File: src/cci_params.svh
// Constants of the card command interpreter
`ifndef CCI_PARAMS_SVH
`define CCI_PARAMS_SVH
`define CCI_CODE_MODCFG 8'h43
`define CCI_CODE_AUTH_A 8'h60
`define CCI_CODE_AUTH_B 8'h61
`define CCI_CODE_READ 8'h30
`define CCI_CODE_WRITE 8'hA0
`define CCI_MOD_STRONG 8'h01
`define CCI_MOD_NORMAL 8'h00
`define CCI_STATUS_STRONG 8'h20
`define CCI_STATUS_NORMAL 8'h00
`define CCI_ACK 4'hA
`define CCI_NAK 4'h0
`define CCI_BLOCK_BYTES 16
`define CCI_CHAL_BYTES 4
`define CCI_TOKEN_IN_BYTES 8
`define CCI_TOKEN_OUT_BYTES 4
`define CCI_STATUS_BYTE 8
// Frame delay n=9 in carrier periods (1/13.56 MHz): (n*128+20)
`define CCI_FDT_NS 1_000
`define CCI_CLK_NS 50
`define CCI_FDT_CYC ((`CCI_FDT_NS + `CCI_CLK_NS - 1) / `CCI_CLK_NS)
`endif

File: src/cci_pkg.sv
// Types of the card command interpreter
package cci_pkg;
	typedef struct packed {
		logic [7:0] data;
		logic last;
		logic crcOk;
	} cci_rx_s;
	typedef struct packed {
		logic isNibble;
		logic [7:0] data;
		logic last;
	} cci_tx_s;
	typedef enum logic [3:0] {
		ST_IDLE = 4'b0000,
		ST_RX = 4'b0001,
		ST_WAITREPLY = 4'b0010,
		ST_SEND = 4'b0011,
		ST_AUTH2 = 4'b0100,
		ST_WRDATA = 4'b0101,
		ST_MEMWAIT = 4'b0110
	} cci_state_e;
	typedef enum logic [2:0] {
		RP_ACK = 3'b000,
		RP_NAK = 3'b001,
		RP_CHAL = 3'b010,
		RP_TOKEN = 3'b011,
		RP_BLOCK = 3'b100
	} cci_reply_e;
endpackage : cci_pkg

File: src/cci_card_cmd.sv
// Command interpreter of a contactless memory card
//
// Overview of operation
// Config command: code 43h, type 01h strong or 00h normal, CRC.
// After reset the stored setting is strong modulation.
// New setting becomes active only after unselect or field reset.
// Setting may be rewritten any number of times, never locked.
// Config executes only when authenticated to sector 0 with first key type.
// Block 0 status byte reads 20h for strong, 00h for normal.
// Auth part one: code 60h or 61h, block address, CRC.
// Auth answers 4-byte challenge, takes 8-byte token, returns 4-byte token.
// Auth replies not before n=9 delay; part one NAK exactly at n=9.
// No upper limit on gap between auth parts.
// Block address is a full byte, 00h to FFh.
// Read 30h with address and CRC returns 16 bytes or NAK.
// Read reply not before n=9 delay.
// Write A0h with address acked, then 16 data bytes stored.
// Both write parts reply not before n=9 delay.
// Write part two accepted after any gap.
// Reader feeds last-cascade identifier bytes to cipher.
// ACK accepted parts, NAK rejected ones; CRC checked first.
// Unauthorised config gets NAK and setting is not stored.
`timescale 1ns/100ps
`include "cci_params.svh"
module cci_card_cmd (
	// Clock and reset
	input wire logic core_clk,
	input wire logic rst,
	// Link state
	input wire logic fieldReset,
	input wire logic unselect,
	// Received frame bytes
	input wire logic rxValid,
	input wire cci_pkg::cci_rx_s rxByte,
	// Reply stream
	output cci_pkg::cci_tx_s txByte,
	output logic txValid,
	// Cipher engine
	output logic authStart,
	output logic authKeyB,
	output logic [7:0] authBlock,
	input wire logic [7:0] chalByte,
	input wire logic tokenOk,
	input wire logic [7:0] tokenByte,
	// Block memory
	output logic memRead,
	output logic memWrite,
	output logic [7:0] memAddr,
	output logic [127:0] memWdata,
	input wire logic [127:0] memRdata,
	input wire logic memDone,
	// Active modulation
	output logic strongMod
);
	cci_pkg::cci_state_e state_reg;
	cci_pkg::cci_reply_e reply_reg;
	logic [7:0] cmd_reg;
	logic [4:0] cnt_reg;
	logic [7:0] delay_reg;
	logic [127:0] buf_reg;
	logic authed_reg;
	logic authKeyB_reg;
	logic [7:0] authBlk_reg;
	logic modStored_reg;
	logic lastOk;
	logic frameOk;
	logic modCfgOk;
	logic authOpen;
	logic authDone;
	logic readGo;
	logic addrGo;
	logic writeGo;
	logic [4:0] replyLen;
	logic [7:0] replyData;
	// ****************************************
	// Receive decode
	// ****************************************
	assign lastOk = rxValid && rxByte.last && rxByte.crcOk;
	// Commands are code plus one argument byte; a longer frame is refused
	assign frameOk = state_reg == cci_pkg::ST_RX && lastOk && cnt_reg == 5'd0;
	assign authOpen = frameOk && (cmd_reg == `CCI_CODE_AUTH_A || cmd_reg == `CCI_CODE_AUTH_B);
	assign authDone = state_reg == cci_pkg::ST_AUTH2 && lastOk && tokenOk
		&& cnt_reg == 5'(`CCI_TOKEN_IN_BYTES - 1);
	assign readGo = frameOk && cmd_reg == `CCI_CODE_READ && authed_reg;
	assign addrGo = frameOk && cmd_reg == `CCI_CODE_WRITE && authed_reg;
	assign writeGo = state_reg == cci_pkg::ST_WRDATA && lastOk && cnt_reg == 5'(`CCI_BLOCK_BYTES - 1);
	// Sector access bits deliberately ignored; only key type and sector number
	assign modCfgOk = frameOk && cmd_reg == `CCI_CODE_MODCFG && authed_reg && !authKeyB_reg
		&& authBlk_reg[7:2] == 6'h00 && rxByte.data[7:1] == 7'h00 && !fieldReset && !unselect;
	always_comb begin
		case (reply_reg)
			cci_pkg::RP_CHAL: replyLen = 5'(`CCI_CHAL_BYTES);
			cci_pkg::RP_TOKEN: replyLen = 5'(`CCI_TOKEN_OUT_BYTES);
			cci_pkg::RP_BLOCK: replyLen = 5'(`CCI_BLOCK_BYTES);
			default: replyLen = 5'd1;
		endcase
	end
	always_comb begin
		case (reply_reg)
			cci_pkg::RP_ACK: replyData = {4'h0, `CCI_ACK};
			cci_pkg::RP_NAK: replyData = {4'h0, `CCI_NAK};
			cci_pkg::RP_CHAL: replyData = chalByte;
			cci_pkg::RP_TOKEN: replyData = tokenByte;
			cci_pkg::RP_BLOCK: replyData = buf_reg[cnt_reg[3:0]*8 +: 8];
			default: replyData = 8'h00;
		endcase
	end
	// ****************************************
	// Stored and active modulation setting
	// ****************************************
	always_ff @(posedge core_clk) begin
		if (rst) begin
			modStored_reg <= 1'b1;
			strongMod <= 1'b1;
		end else begin
			if (modCfgOk) begin
				modStored_reg <= (rxByte.data == `CCI_MOD_STRONG);
			end
			if (fieldReset || unselect) begin
				strongMod <= modStored_reg;
			end
		end
	end
	// ****************************************
	// Authentication state
	// ****************************************
	always_ff @(posedge core_clk) begin
		if (rst || fieldReset || unselect) begin
			authed_reg <= 1'b0;
			authKeyB_reg <= 1'b0;
			authBlk_reg <= 8'h00;
			authStart <= 1'b0;
			authKeyB <= 1'b0;
			authBlock <= 8'h00;
		end else begin
			authStart <= 1'b0;
			// A new part one drops any earlier authentication
			if (authOpen) begin
				authStart <= 1'b1;
				authKeyB <= (cmd_reg == `CCI_CODE_AUTH_B);
				authBlock <= rxByte.data;
				authKeyB_reg <= (cmd_reg == `CCI_CODE_AUTH_B);
				authBlk_reg <= rxByte.data;
				authed_reg <= 1'b0;
			end
			if (authDone) begin
				authed_reg <= 1'b1;
			end
		end
	end
	// ****************************************
	// Block memory requests
	// ****************************************
	always_ff @(posedge core_clk) begin
		if (rst || fieldReset || unselect) begin
			memRead <= 1'b0;
			memWrite <= 1'b0;
			memAddr <= 8'h00;
			memWdata <= '0;
		end else begin
			memRead <= readGo;
			memWrite <= writeGo;
			if (readGo || addrGo) begin
				memAddr <= rxByte.data;
			end
			if (writeGo) begin
				memWdata <= {rxByte.data, buf_reg[119:0]};
			end
		end
	end
	// ****************************************
	// Command sequencer
	// ****************************************
	always_ff @(posedge core_clk) begin
		if (rst || fieldReset || unselect) begin
			state_reg <= cci_pkg::ST_IDLE;
			reply_reg <= cci_pkg::RP_NAK;
			cmd_reg <= 8'h00;
			cnt_reg <= 5'd0;
			delay_reg <= 8'h00;
			buf_reg <= '0;
			txValid <= 1'b0;
			txByte <= '0;
		end else begin
			txValid <= 1'b0;
			case (state_reg)
				cci_pkg::ST_IDLE: begin
					cnt_reg <= 5'd0;
					if (rxValid) begin
						cmd_reg <= rxByte.data;
						state_reg <= cci_pkg::ST_RX;
						// A one-byte frame carries no argument and is refused at once
						if (rxByte.last) begin
							delay_reg <= 8'h00;
							reply_reg <= cci_pkg::RP_NAK;
							state_reg <= cci_pkg::ST_WAITREPLY;
						end
					end
				end
				cci_pkg::ST_RX: begin
					if (rxValid) begin
						cnt_reg <= cnt_reg + 5'd1;
						if (rxByte.last) begin
							delay_reg <= 8'h00;
							state_reg <= cci_pkg::ST_WAITREPLY;
							reply_reg <= cci_pkg::RP_NAK;
							if (frameOk) begin
								case (cmd_reg)
									`CCI_CODE_AUTH_A, `CCI_CODE_AUTH_B: begin
										reply_reg <= cci_pkg::RP_CHAL;
									end
									`CCI_CODE_READ: begin
										if (readGo) begin
											reply_reg <= cci_pkg::RP_BLOCK;
											state_reg <= cci_pkg::ST_MEMWAIT;
										end
									end
									`CCI_CODE_WRITE: begin
										if (addrGo) begin
											reply_reg <= cci_pkg::RP_ACK;
										end
									end
									`CCI_CODE_MODCFG: begin
										if (modCfgOk) begin
											reply_reg <= cci_pkg::RP_ACK;
										end
									end
									default: reply_reg <= cci_pkg::RP_NAK;
								endcase
							end
						end
					end
				end
				cci_pkg::ST_MEMWAIT: begin
					// Delay keeps counting so the frame delay is met from end of frame
					if (delay_reg != 8'hFF) begin
						delay_reg <= delay_reg + 8'h01;
					end
					if (memDone) begin
						buf_reg <= memRdata;
						if (memAddr == 8'h00) begin
							buf_reg[`CCI_STATUS_BYTE*8 +: 8] <= modStored_reg ? `CCI_STATUS_STRONG
								: `CCI_STATUS_NORMAL;
						end
						state_reg <= cci_pkg::ST_WAITREPLY;
					end
				end
				cci_pkg::ST_WAITREPLY: begin
					if (delay_reg != 8'hFF) begin
						delay_reg <= delay_reg + 8'h01;
					end
					// Reply held to exactly n=9 so NAK timing is deterministic
					if (delay_reg >= 8'(`CCI_FDT_CYC - 1)) begin
						cnt_reg <= 5'd0;
						state_reg <= cci_pkg::ST_SEND;
					end
				end
				cci_pkg::ST_SEND: begin
					txValid <= 1'b1;
					txByte.isNibble <= (reply_reg == cci_pkg::RP_ACK || reply_reg == cci_pkg::RP_NAK);
					txByte.last <= (cnt_reg == replyLen - 5'd1);
					txByte.data <= replyData;
					cnt_reg <= cnt_reg + 5'd1;
					if (cnt_reg == replyLen - 5'd1) begin
						cnt_reg <= 5'd0;
						state_reg <= cci_pkg::ST_IDLE;
						if (reply_reg == cci_pkg::RP_CHAL) begin
							state_reg <= cci_pkg::ST_AUTH2;
						end
						if (reply_reg == cci_pkg::RP_ACK && cmd_reg == `CCI_CODE_WRITE) begin
							state_reg <= cci_pkg::ST_WRDATA;
						end
					end
				end
				cci_pkg::ST_AUTH2: begin
					// No timeout here: the reader may wait as long as it likes
					if (rxValid) begin
						cnt_reg <= cnt_reg + 5'd1;
						if (rxByte.last) begin
							delay_reg <= 8'h00;
							state_reg <= cci_pkg::ST_WAITREPLY;
							if (authDone) begin
								reply_reg <= cci_pkg::RP_TOKEN;
							end else begin
								reply_reg <= cci_pkg::RP_NAK;
							end
						end
					end
				end
				cci_pkg::ST_WRDATA: begin
					if (rxValid) begin
						buf_reg[cnt_reg[3:0]*8 +: 8] <= rxByte.data;
						cnt_reg <= cnt_reg + 5'd1;
						if (rxByte.last) begin
							delay_reg <= 8'h00;
							state_reg <= cci_pkg::ST_WAITREPLY;
							reply_reg <= cci_pkg::RP_NAK;
							// Closing the data phase keeps its ACK from reopening it
							cmd_reg <= 8'h00;
							if (writeGo) begin
								reply_reg <= cci_pkg::RP_ACK;
							end
						end
					end
				end
				default: state_reg <= cci_pkg::ST_IDLE;
			endcase
		end
	end
endmodule : cci_card_cmd

File: config.mk
export PLATFORM = sky130hd
export DESIGN_NAME = cci_card_cmd
export DESIGN_NICKNAME = d
export VERILOG_FILES = /design/src/cci_pkg.sv /design/src/cci_card_cmd.sv
export VERILOG_INCLUDE_DIRS = /design/src
export SDC_FILE = /design/constraint.sdc
export NUM_CORES = 1
export LEC_CHECK = 0
export BUFFER_PORTS_ARGS = -buffer_cell sky130_fd_sc_hd__buf_2
export CAP_MARGIN = 20
export CORE_ASPECT_RATIO = 0.9
export CORE_MARGIN = 2
export CORE_UTILIZATION = 50
export DETAILED_ROUTE_END_ITERATION = 12
export PLACE_DENSITY = 0.84
export SYNTH_ARGS = -nofsm -noshare
export SYNTH_HDL_FRONTEND = slang
export SYNTH_SLANG_ARGS = --single-unit
export TNS_END_PERCENT = 30
File: constraint.sdc
create_clock -name core_clk -period 7.14 [get_ports core_clk]
set_clock_uncertainty 0.2 [all_clocks]
set_input_delay 1.428 -clock core_clk [delete_from_list [all_inputs] [get_ports core_clk]]
set_output_delay 1.428 -clock core_clk [all_outputs]
set_load 0.02 [all_outputs]
# Yosys cells after proc, flatten, opt, wreduce, memory -nomap -nowiden
# Index checks and enable logic that the tools add are counted.
[word_totals]
register_bits = 318
latch_bits = 0
mem_bits_rw = 0
mem_bits_ro = 0
input_bits = 161
output_inout_bits = 160
n_memories = 0
[classes]
addsub = 4
mul = 0
div_mod_pow = 0
order_cmp = 1
eq_ne = 37
shift = 3
mux = 53
bitwise_logic = 0
n_reduce_logical = 55
[ops]
columns = ["operator", "count"]
rows = [
  ["$mux W128", 2],
  ["$pmux W128 S2", 1],
  ["$bwmux W128", 1],
  ["$shift A8 B34 Y128 const A", 1],
  ["$shiftx A128 B8 Y8", 1],
  ["$shiftx A8 B34 Y128", 1],
  ["$mux W3", 14],
  ["$mux W8", 5],
  ["$mux W4", 9],
  ["$neg A7 Y34", 1],
  ["$pmux W8 S2", 2],
  ["$pmux W8 S4", 1],
  ["$eq A8 B7 Y1 const B", 3],
  ["$pmux W3 S4", 2],
  ["$pmux W4 S6", 1],
  ["$logic_and A1 B1 Y1", 22],
  ["$ne A2 B2 Y1 const B", 11],
  ["$pmux W5 S4", 1],
  ["$mux W5", 3],
  ["$eq A4 B3 Y1 const B", 3],
  ["$ne A2 B1 Y1 const B", 6],
  ["$pmux W5 S2", 1],
  ["$reduce_and A9 Y1", 1],
  ["$add A8 B1 Y8 const B", 1],
  ["other kinds (34)", 59],
]

# Logic depth before layout (Yosys ltp)
# Gate-level depths: netlist of the first run.
[logic_depth]
ltp_word = 17
ltp_mapped = 13

# Least setup slack after synthesis of the first run
# OpenSTA, ideal clock, no wires.
[synth_timing]
kind = "input -> register"
from = "input port rxByte[1] (netlist bit)"
to = "register authBlk_reg[2]"
setup_ns = 0.128
t_arrival_ns = 2.833
path_slack_ns = 3.979
path_stages = 8
path_cell_list = "clkbuf_1 -> and3_1 -> nand4_4 -> or3_1 -> buf_2 -> buf_6 -> mux2i_1 -> nor2_1"
[synth_via]
elab_chain_len = 5
[synth_rtl]
columns = ["item", "line", "text"]
rows = [
  ["start: declaration", "cci_card_cmd.sv:34", "input wire cci_pkg::cci_rx_s rxByte,"],
  ["$logic_and A1 B1 Y1 (2 in series)", "cci_card_cmd.sv:78", "assign lastOk = rxValid && rxByte.last && rxByte.crcOk;"],
  ["$logic_and A1 B1 Y1 (2 in series)", "cci_card_cmd.sv:80", "assign frameOk = state_reg == cci_pkg::ST_RX && lastOk && cnt_reg == 5'd0;"],
  ["$logic_and A1 B1 Y1", "cci_card_cmd.sv:81", "assign authOpen = frameOk && (cmd_reg == `CCI_CODE_AUTH_A || cmd_reg == `CCI_CODE_AUTH_B);"],
  ["end signal: assignment", "cci_card_cmd.sv:143", "authBlk_reg <= rxByte.data;"],
  ["end: declaration", "cci_card_cmd.sv:63", "logic [7:0] authBlk_reg;"],
]
# Every way passes these cells.
# A chain may end at the register's enable or synchronous reset.

# Worst setup path in the final report of the first run
[layout_timing]
from = "register cnt_reg[1]"
to = "register memWdata[35]"
[layout_via]
elab_chain_len = 2
[layout_rtl]
columns = ["item", "line", "text"]
rows = [
  ["start: declaration", "cci_card_cmd.sv:58", "logic [4:0] cnt_reg;"],
  ["start signal: assignment", "cci_card_cmd.sv:202", "cnt_reg <= cnt_reg + 5'd1;"],
  ["start signal: assignment", "cci_card_cmd.sv:263", "cnt_reg <= cnt_reg + 5'd1;"],
  ["start signal: assignment", "cci_card_cmd.sv:278", "cnt_reg <= cnt_reg + 5'd1;"],
  ["$eq A5 B4 Y1", "cci_card_cmd.sv:86", "assign writeGo = state_reg == cci_pkg::ST_WRDATA && lastOk && cnt_reg == 5'(`CCI_BLOCK_BYTES - 1);"],
  ["$logic_and A1 B1 Y1", "cci_card_cmd.sv:86", ""],
  ["end signal: assignment", "cci_card_cmd.sv:167", "memWdata <= {rxByte.data, buf_reg[119:0]};"],
  ["end: declaration", "cci_card_cmd.sv:49", "output logic [127:0] memWdata,"],
]
# Every way passes these cells.

==> results of run 1 <==
## kinds of logic (layout without fill, tap and decap cells)
logic type | after synthesis | after routing | synth area share, %
buffers and inverters | 169 | 424 | 5.182
AOI/OAI and AO/OA | 625 | 625 | 25.37
muxes | 54 | 54 | 6.752
DFF | 317 | 317 | 45.48
xor gates and xnor gates | 12 | 12 | 0.7532
adders and majority gates | 5 | 5 | 0.4483
and+or+nand+nor | 513 | 513 | 16.01
## metal layers
layer / part of all wire, % / routed length (um) / GRT usage [%]
met5: 0 / 0 / 0
met4: 3.4 / 1739 / 11.73
met3: 12 / 6399 / 7.469
met2: 43 / 22010 / 50.19
met1: 41 / 21350 / 48.07
## through the flow
| step | hold WS [ns] | area [um2] | worst slack (ns) | std cells |
|---|---|---|---|---|
| 3_3_place_gp | 0.2358 | 15520 | 3.142 | 2246 |
| 3_5_place_dp | 0.2424 | 15520 | 3.009 | 2246 |
| 6_report | 0.2459 | 16780 | 3.215 | 2310 |
| 4_1_cts | 0.2488 | 16750 | 3.223 | 2308 |
| 2_1_floorplan | 0.2430 | 13950 | 3.979 | 1695 |
| 5_1_grt | 0.2704 | 16780 | 2.984 | 2310 |
## cells in the mapped netlist (all sizes together) (2+ instances only)
library cell	instances
a2111oi	6
a211o	2
a211oi	2
a21oi	342
a22o	3
a22oi	103
a31oi	3
a32oi	8
and2	2
and3	12
buf	61
clkbuf	83
dfxtp	317
ha	5
inv	25
mux2i	21
mux4	32
nand2	307
nand2b	6
nand3	19
nand3b	5
nand4	9
nor2	112
nor2b	5
nor3	13
nor3b	3
nor4	8
o21ai	137
o221ai	2
o22ai	6
or3	4
or4	2
xnor2	5
xor2	7
## worst max-delay path by stage
stage	start	end	slack [ns]	depth (start not counted)
2_1_floorplan	rxByte[1]	authBlk_reg[2]	3.98	8
3_3_place_gp	rxValid	buf_reg[0]	3.14	7
3_5_place_dp	rxValid	buf_reg[5]	3.01	7
4_1_cts	cnt_reg[1]	memWdata[30]	3.22	8
5_1_grt	cnt_reg[1]	memWdata[35]	2.98	8
6_report	cnt_reg[1]	memWdata[35]	3.22	8
## worst register-to-register path: cells and delay by family, from the launching register on
kind	cells	cell delay (ns)
fa+ha+maj	2	0.58
buf+inv	2	1.26
simple gates	3	1.10
flops	1	0.54
compound gates	1	0.17
## final cells by class
| class | count | area share, % |
|---|---|---|
| Multi-Input combinational cell | 1209 | 41.19 |
| Tap cell | 360 | 2.684 |
| Clock buffer | 47 | 6.099 |
| Clock inverter | 15 | 1.245 |
| Timing Repair Buffer | 337 | 10.40 |
| Inverter | 25 | 0.5592 |
| Sequential cell | 317 | 37.82 |
## power by group through the flow
stage | Clock (mW) | Combinational [mW] | Sequential (mW)
after floorplan | 0 | 0.0669 | 1.81
final | 1.93 | 0.159 | 1.77
after global placement | 0 | 0.152 | 1.81
after detailed placement | 0 | 0.152 | 1.81
after global routing | 2.01 | 0.165 | 1.77
after CTS | 1.93 | 0.153 | 1.77
==> results.toml, run 1 <==
[synth]
synth_top_area_share_pct = 45.48
synth_edf_count = 0
ys_top_cells_by_area = "dfxtp_1, a21oi_1, nand2_1"
yosysTopAreaCell = "dfxtp_1"
yosys_warnings = 0
synth_area_um2 = 13950
syn-num-nets = 1861
synthCells = 1695
seq_area_frac_synth_pct = 45.48
syn_area_per_cell_um2 = 8.233
synth.distinct_cells = 66
synth_top_flop_cell = "dfxtp_1"
synthArstFlopShare_pct = 0
synth_seq_cells = 317

[power_and_ir_drop]
leakage_nw = 6.475
finalPower_mw = 3.859
seq_power_share_pct = 45.9
p_clk_share_pct = 50.0
switching_power_mw = 0.8410
ir_worst_vdd_v = 0.0001367
pwr-share-comb_pct = 4.1
p_sw_share_pct = 21.80
intPower_mw = 3.018
p_per_area_nw_per_um2 = 229.9

[grt]
track_usage_pct = 33.60
grt_max_degree = 134
grt-ovfl-total = 0
antenna_found_initial = 0
grt_pass1_vias = 13060
grt_pass1_wl_um = 76800

[sta]
setup_viol = 0
rsz0062_at_grt = "false"
setup-tns-final_ns = 0
relSlewSlack_pct = 27.87
slew_violations = 0
fmax_ghz = 0.2548
fin_crit_ns = 3.925
hold_viol = 0
finalCritPeriodShare_pct = 54.97
worstMarginPinSlew_ns = 1.082

[drt]
drt_iter0_markers = 1805
viasPerCell = 6.237
num_vias = 14410
wl_per_cell_um = 22.29
routed_wl_um = 51500
first_pass_iters = 6
ant_nets = 0
drc_errors = 0

[floorplan]
die_area_um2 = 29260
io_pins = 321
coreArea_um2 = 27720
dieWidth_um = 180.1
row_count = 58
die_h_um = 162.5
initial_utilization_pct = 50.34

[setup_path]
cp_num_buf_inv = 2
r2r_cells = 8
cpPeakStageDelay_ns = 0.69
start_kind = "flip-flop"
r2r_end = "memWdata[35]"
rrSetupSlack_ns = 3.22
cp_max_fo = 66
arrival_ns = 4.16
worstPathCellList = "buf_4 -> ha_1 -> and3_1 -> ha_1 -> and3_4 -> buf_4 -> nand2_1 -> a21oi_1"
endpoint_kind = "flip-flop"
slowest_stage = "and3_4"
required_ns = 7.38
r2r_start = "cnt_reg[1]"
cpLargestDelayFamily = "buffers and inverters"
critPathKind = "reg2reg"

[clock_network]
cts_buffers = 35
clock_path_buffers = 3
cts_tree = "done"
cts_setup_buffers = 0
cts_hold_buf = 0
cts_max_level = 2
cts_sinks = 317
cts-root-buf = "clkbuf_16"
cts_resized = 0
path_clk_slew_ns = 0.06
clk_latency_ns = 0.51

[final_layout]
area_growth_pct = 20.26
final_cell_mix = "a21oi_1, buf_2, dfxtp_1, nand2_1, o21ai_0"
final_common_cell = "a21oi_1"
multi_input_area_um2 = 6913
regArea_um2 = 6347
fin_util_pct = 60.54
nets = 2091
fill_cells = 2384
n_antenna_cell = 0
drive_gt1_share_pct = 23.18

[worst_hold_path]
holdPathStages = 2
hold_path_class = "reg2reg"
hold_path_end = "memWdata[82]"
hold_path_startpoint = "memWdata[82]"

[place]
portBuffers = 320
place_congestion = 1.016
dp_hpwl_um = 35450

[run_status]
status = "completed"

[run]
drv_cap = 0
Power figures use the tool's default switching activity.
==> run 2, diff against run 1 <==
Settings changed: ABC_AREA set to 1, PLACE_DENSITY 0.84 to 0.86.
Clock period 7.14 ns to 3.3 ns, I/O delays scaled along.
==> run 2 against run 1 <==
Effect of this change: core utilization down 0.22 points; hold slack gained 0.0016 ns; highest routed layer unchanged; clock-buffer cell count shrank 1.
==> results.toml, run 2 <==
[sta]
setup-tns-final_ns = 0
worst_slack_ns = 0.3432
finalCritPeriodShare_pct = 89.60
fin_crit_ns = 2.957
hold_viol = 0
slew_violations = 0
setup_viol = 0
rsz0062_at_grt = "false"
fmax_ghz = 0.3382
relSlewSlack_pct = 45.12
worstMarginPinSlew_ns = 0.8187

[final_layout]
finalNonFillerCells = 3025
n_antenna_cell = 0
drive_gt1_share_pct = 18.12
nets = 2758
final_cell_mix = "nand2_1, nor2_1, buf_2, dfxtp_1, o21ai_0"
fill_cells = 2898
fin_util_pct = 60.32
design_area_um2 = 18600
final_common_cell = "nand2_1"
area_growth_pct = 19.20

[synth]
yosysMostFrequentCell = "nand2_1"
synth_area_um2 = 15600
ys_top_cells_by_count = "nand2_1, nor2_1, dfxtp_1, o21ai_0, inv_1"
yosysTopAreaCell = "dfxtp_1"
syn-num-nets = 2497
syn_area_per_cell_um2 = 6.694
synth_top_area_share_pct = 40.67
ys_top_cells_by_area = "dfxtp_1, nand2_1, nor2_1"
synth_top_flop_cell = "dfxtp_1"
seq_area_frac_synth_pct = 40.67
yosys_warnings = 0
synthArstFlopShare_pct = 0
synth_seq_cells = 317
synth_edf_count = 0
synthCells = 2331
synth.distinct_cells = 44

[run_status]
status = "completed"

[power_and_ir_drop]
ir_worst_vdd_v = 0.0002992
p_per_area_nw_per_um2 = 441.8
leakage_nw = 8.488

[drt]
routed_wl_um = 55690
viasPerCell = 5.596
drt_iter0_markers = 1989
drc_errors = 0
ant_nets = 0
wl_per_cell_um = 18.41
num_vias = 16930
first_pass_iters = 6

[setup_path]
cpPeakStageDelay_ns = 0.45
rrSetupSlack_ns = 0.34
cp_max_fo = 41
worstPathCellList = "buf_4 -> buf_4 -> nand2_2 -> nand3b_1 -> nor2_1 -> nand2_1 -> nand2_1 -> nand2_1 -> o21ai_0 -> a21oi_1"
critPathKind = "reg2reg"
endpoint_kind = "flip-flop"
r2r_cells = 10
slowest_stage = "buf_4"
required_ns = 3.49
r2r_end = "buf_reg[122]"
arrival_ns = 3.15
start_kind = "flip-flop"
cpMostUsedCell = "nand2_1"
r2r_start = "cnt_reg[0]"

[grt]
track_usage_pct = 32.76
grt_pass1_vias = 15050
grt_max_degree = 136
antenna_found_initial = 0
grt_pass1_wl_um = 82760
grt-ovfl-total = 0

[worst_hold_path]
holdPathStages = 3
hold_path_class = "in2reg"
hold_path_startpoint = "memRdata[0]"
hold_path_end = "buf_reg[0]"

[floorplan]
dieWidth_um = 190.2
coreArea_um2 = 30830
io_pins = 321
die_area_um2 = 32640
die_h_um = 171.6
initial_utilization_pct = 50.60
row_count = 61

[clock_network]
clock_path_buffers = 3
clk_latency_ns = 0.53
cts_tree = "done"
cts_max_level = 2
path_clk_slew_ns = 0.06
cts_setup_buffers = 0
cts_hold_buf = 0
cts-root-buf = "clkbuf_16"
cts_resized = 0
cts_sinks = 317
cts_buffers = 36

[place]
portBuffers = 320
post_dp_cell_area_um2 = 17430
dp_hpwl_um = 42120
dp_cells = 2963
pre_cts_ws_ns = 0.4305
place_congestion = 0.9849

[run]
drv_cap = 0
[run 2: worst max path at each step]
stage	start	to	slack, ns
floorplan	cnt_reg[0]	buf_reg[62]	0.34
global placement	state_reg[1]	buf_reg[45]	0.53
global route	cnt_reg[0]	buf_reg[58]	0.13
CTS	cnt_reg[0]	buf_reg[121]	0.42
finish	cnt_reg[0]	buf_reg[122]	0.34
detailed placement	cnt_reg[0]	buf_reg[121]	0.43
[run 2: kinds of logic after synthesis]
group / after synthesis / share of synthesized area [%]
DFF: 317 / 40.67
xor gates and xnor gates: 5 / 0.4010
adders and majority gates: 5 / 0.4009
buffers and inverters: 340 / 9.269
AOI/OAI and AO/OA: 485 / 18.26
and+or+nand+nor: 1179 / 31.00
[run 2: through the flow]
stage	total power, mW	hold slack (ns)
CTS	8.225	0.2311
finish	8.217	0.2475
floorplan	4.094	0.2292
detailed placement	4.294	0.2478
global route	8.413	0.2589
global placement	4.293	0.2469
[run 2: final cells by class]
class / count / area [um2] / area share (%)
clock inverters: 16 / 188.9 / 1.016
clock buffers: 46 / 978.4 / 5.260
flip-flops and latches: 317 / 6347 / 34.12
repair buffers: 357 / 1967 / 10.57
inverters: 206 / 783.3 / 4.211
multi-input cells: 1674 / 7824 / 42.06
well taps: 409 / 511.7 / 2.751
[run 2: per-layer routing]
layer | vias to the layer above | global-route usage [%] | routed length, um
li1 | 8151 | - | -
met1 | 7614 | 45.28 | 23450
met2 | 992 | 50.87 | 23710
met3 | 170 | 5.815 | 6012
met4 | 0 | 12.87 | 2509
met5 | - | 0 | 0
[run 2: critical path: cells and delay by family, from the launching register on]
family / cells / cell delay (ns)
compound gates: 2 / 0.38
simple gates: 6 / 1.15
buf+inv: 2 / 0.76
flops: 1 / 0.33
[run 2: report_power, final]
group / leakage [nW] / internal [mW] / switching [mW]
registers: 2.55 / 3.83 / 0.00361
logic: 5.38 / 0.139 / 0.253
clock network: 0.554 / 2.35 / 1.65
==> run 3, diff against run 2 <==
Settings changed: BUFFER_PORTS_ARGS -buffer_cell sky130_fd_sc_hd__buf_2 to not set, DONT_BUFFER_PORTS set to 1, PLACE_DENSITY 0.86 to 0.77.
==> run 3 against run 2 <==
Effect of this change: fmax up 0.41%; largest cell class unchanged; via count shrank 7.7%; hold slack worse by 0.16 ns; sequential cell count unchanged; highest routed layer is now met5; clock-buffer cell count is the same; core utilization shrank 5.2 points.
==> results.toml, run 3 (synthesized netlist as in run 2, its figures left out) <==
[drt]
first_pass_iters = 6
viasPerCell = 5.792
drc_errors = 0
drt_iter0_markers = 1568
routed_wl_um = 54590
ant_nets = 0
num_vias = 15630
wl_per_cell_um = 20.23

[setup_path]
arrival_ns = 3.14
rrSetupSlack_ns = 0.36
crit_cells = 11
worstPathCellList = "clkinv_1 -> ha_1 -> inv_1 -> nand2_2 -> nand3b_1 -> nor2_1 -> nand2_1 -> nand2_1 -> nand2_1 -> o21ai_0 -> a21oi_1"
critPathKind = "reg2reg"
cpPeakStageDelay_ns = 0.47
cpMostUsedCell = "nand2_1"
endpoint_kind = "flip-flop"
r2r_start = "cnt_reg[0]"
start_kind = "flip-flop"
r2r_end = "buf_reg[63]"
required_ns = 3.49
r2r_cells = 11
cp_num_buf_inv = 2
cp-endpoint = "buf_reg[63]"
cp_max_fo = 16
worstSetupStartpoint = "cnt_reg[0]"
slowest_stage = "ha_1"
cpLargestDelayFamily = "simple AND/OR/NAND/NOR gates"

[place]
pre_cts_ws_ns = 0.4798
dp_cells = 2634
portBuffers = 0
place_congestion = 1.036
dp_hpwl_um = 40780
post_dp_cell_area_um2 = 15710

[clock_network]
cts_sinks = 317
cts_max_level = 2
path_clk_slew_ns = 0.07
clk_latency_ns = 0.52
cts_tree = "done"
clock_path_buffers = 3
cts_hold_buf = 0
cts-root-buf = "clkbuf_16"
cts_resized = 0
cts_setup_buffers = 0
cts_buffers = 34

[sta]
setup-tns-final_ns = 0
fmax_ghz = 0.3396
worst_slack_ns = 0.3554
worstMarginPinSlew_ns = 0.8014
slew_violations = 0
relSlewSlack_pct = 46.57
rsz0062_at_grt = "false"
hold_viol = 0
finalCritPeriodShare_pct = 89.23
fin_crit_ns = 2.945
setup_viol = 0
whs_ns = 0.09054

[floorplan]
io_pins = 321
initial_utilization_pct = 50.60
dieWidth_um = 190.2
coreArea_um2 = 30830
die_area_um2 = 32640
row_count = 61
die_h_um = 171.6

[grt]
grt_pass1_wl_um = 81050
grt_pass1_vias = 14210
antenna_found_initial = 7
grt_max_degree = 136
track_usage_pct = 32.31
grt-ovfl-total = 0

[final_layout]
drive_gt1_share_pct = 6.176
design_area_um2 = 16980
final_common_cell = "nand2_1"
final_cell_mix = "nand2_1, nor2_1, dfxtp_1, o21ai_0, inv_1"
nets = 2427
finalNonFillerCells = 2698
area_growth_pct = 8.845

[run_status]
status = "completed"

[run]
drv_cap = 0

[power_and_ir_drop]
p_per_area_nw_per_um2 = 496.1
leakage_nw = 6.952
ir_worst_vdd_v = 0.0003866

[worst_hold_path]
hold_path_startpoint = "rst"
hold_path_class = "in2reg"
run 3: through the flow:
step,power (mW),util [%]
6_report,8.425,55.08
5_1_grt,8.645,55.05
4_1_cts,8.450,55.03
3_5_place_dp,4.181,50.96
3_3_place_gp,4.180,50.96
2_1_floorplan,4.094,-
run 3: metal layers:
layer	track usage (%)	part of all wire (%)	up-vias
li1	-	-	7488
met1	42.16	41	7094
met2	48.95	43	872
met3	9.896	12	170
met4	14.96	4.7	2
met5	0	0.029	-
run 3: worst register-to-register path, cell delays in order (launching register included):
cell and delay [ns]:
dfxtp_2 0.38, clkinv_1 0.14, ha_1 0.47, inv_1 0.15, nand2_2 0.12, nand3b_1 0.23, nor2_1 0.17, nand2_1 0.22
nand2_1 0.12, nand2_1 0.27, o21ai_0 0.29, a21oi_1 0.07
run 3: area by class of cell:
type                    instances  area [um2]
inverters                     206       783.3
well taps                     409       511.7
clock buffers                  46       989.7
clock inverters                12       265.3
diodes                          6       15.01
flip-flops and latches        317        6347
multi-input cells            1674        7824
fillers                      3032       13850
repair buffers                 28       247.7
run 3: power breakdown:
| part | total, mW | leakage (nW) | internal [mW] | switching [mW] |
|---|---|---|---|---|
| sequential | 3.83 | 2.55 | 3.83 | 0.00453 |
| combinational | 0.272 | 3.79 | 0.0698 | 0.202 |
| clock | 4.32 | 0.606 | 2.73 | 1.59 |
run 3: worst min-delay path by stage:
stage                         to  slack [ns]  depth (start not counted)
detailed placement  buf_reg[126]        0.25                          2
CTS                    strongMod        0.08                          2
global route           strongMod        0.10                          2
global placement    buf_reg[127]        0.24                          2
floorplan           buf_reg[127]        0.23                          2
finish                 strongMod        0.09                          2
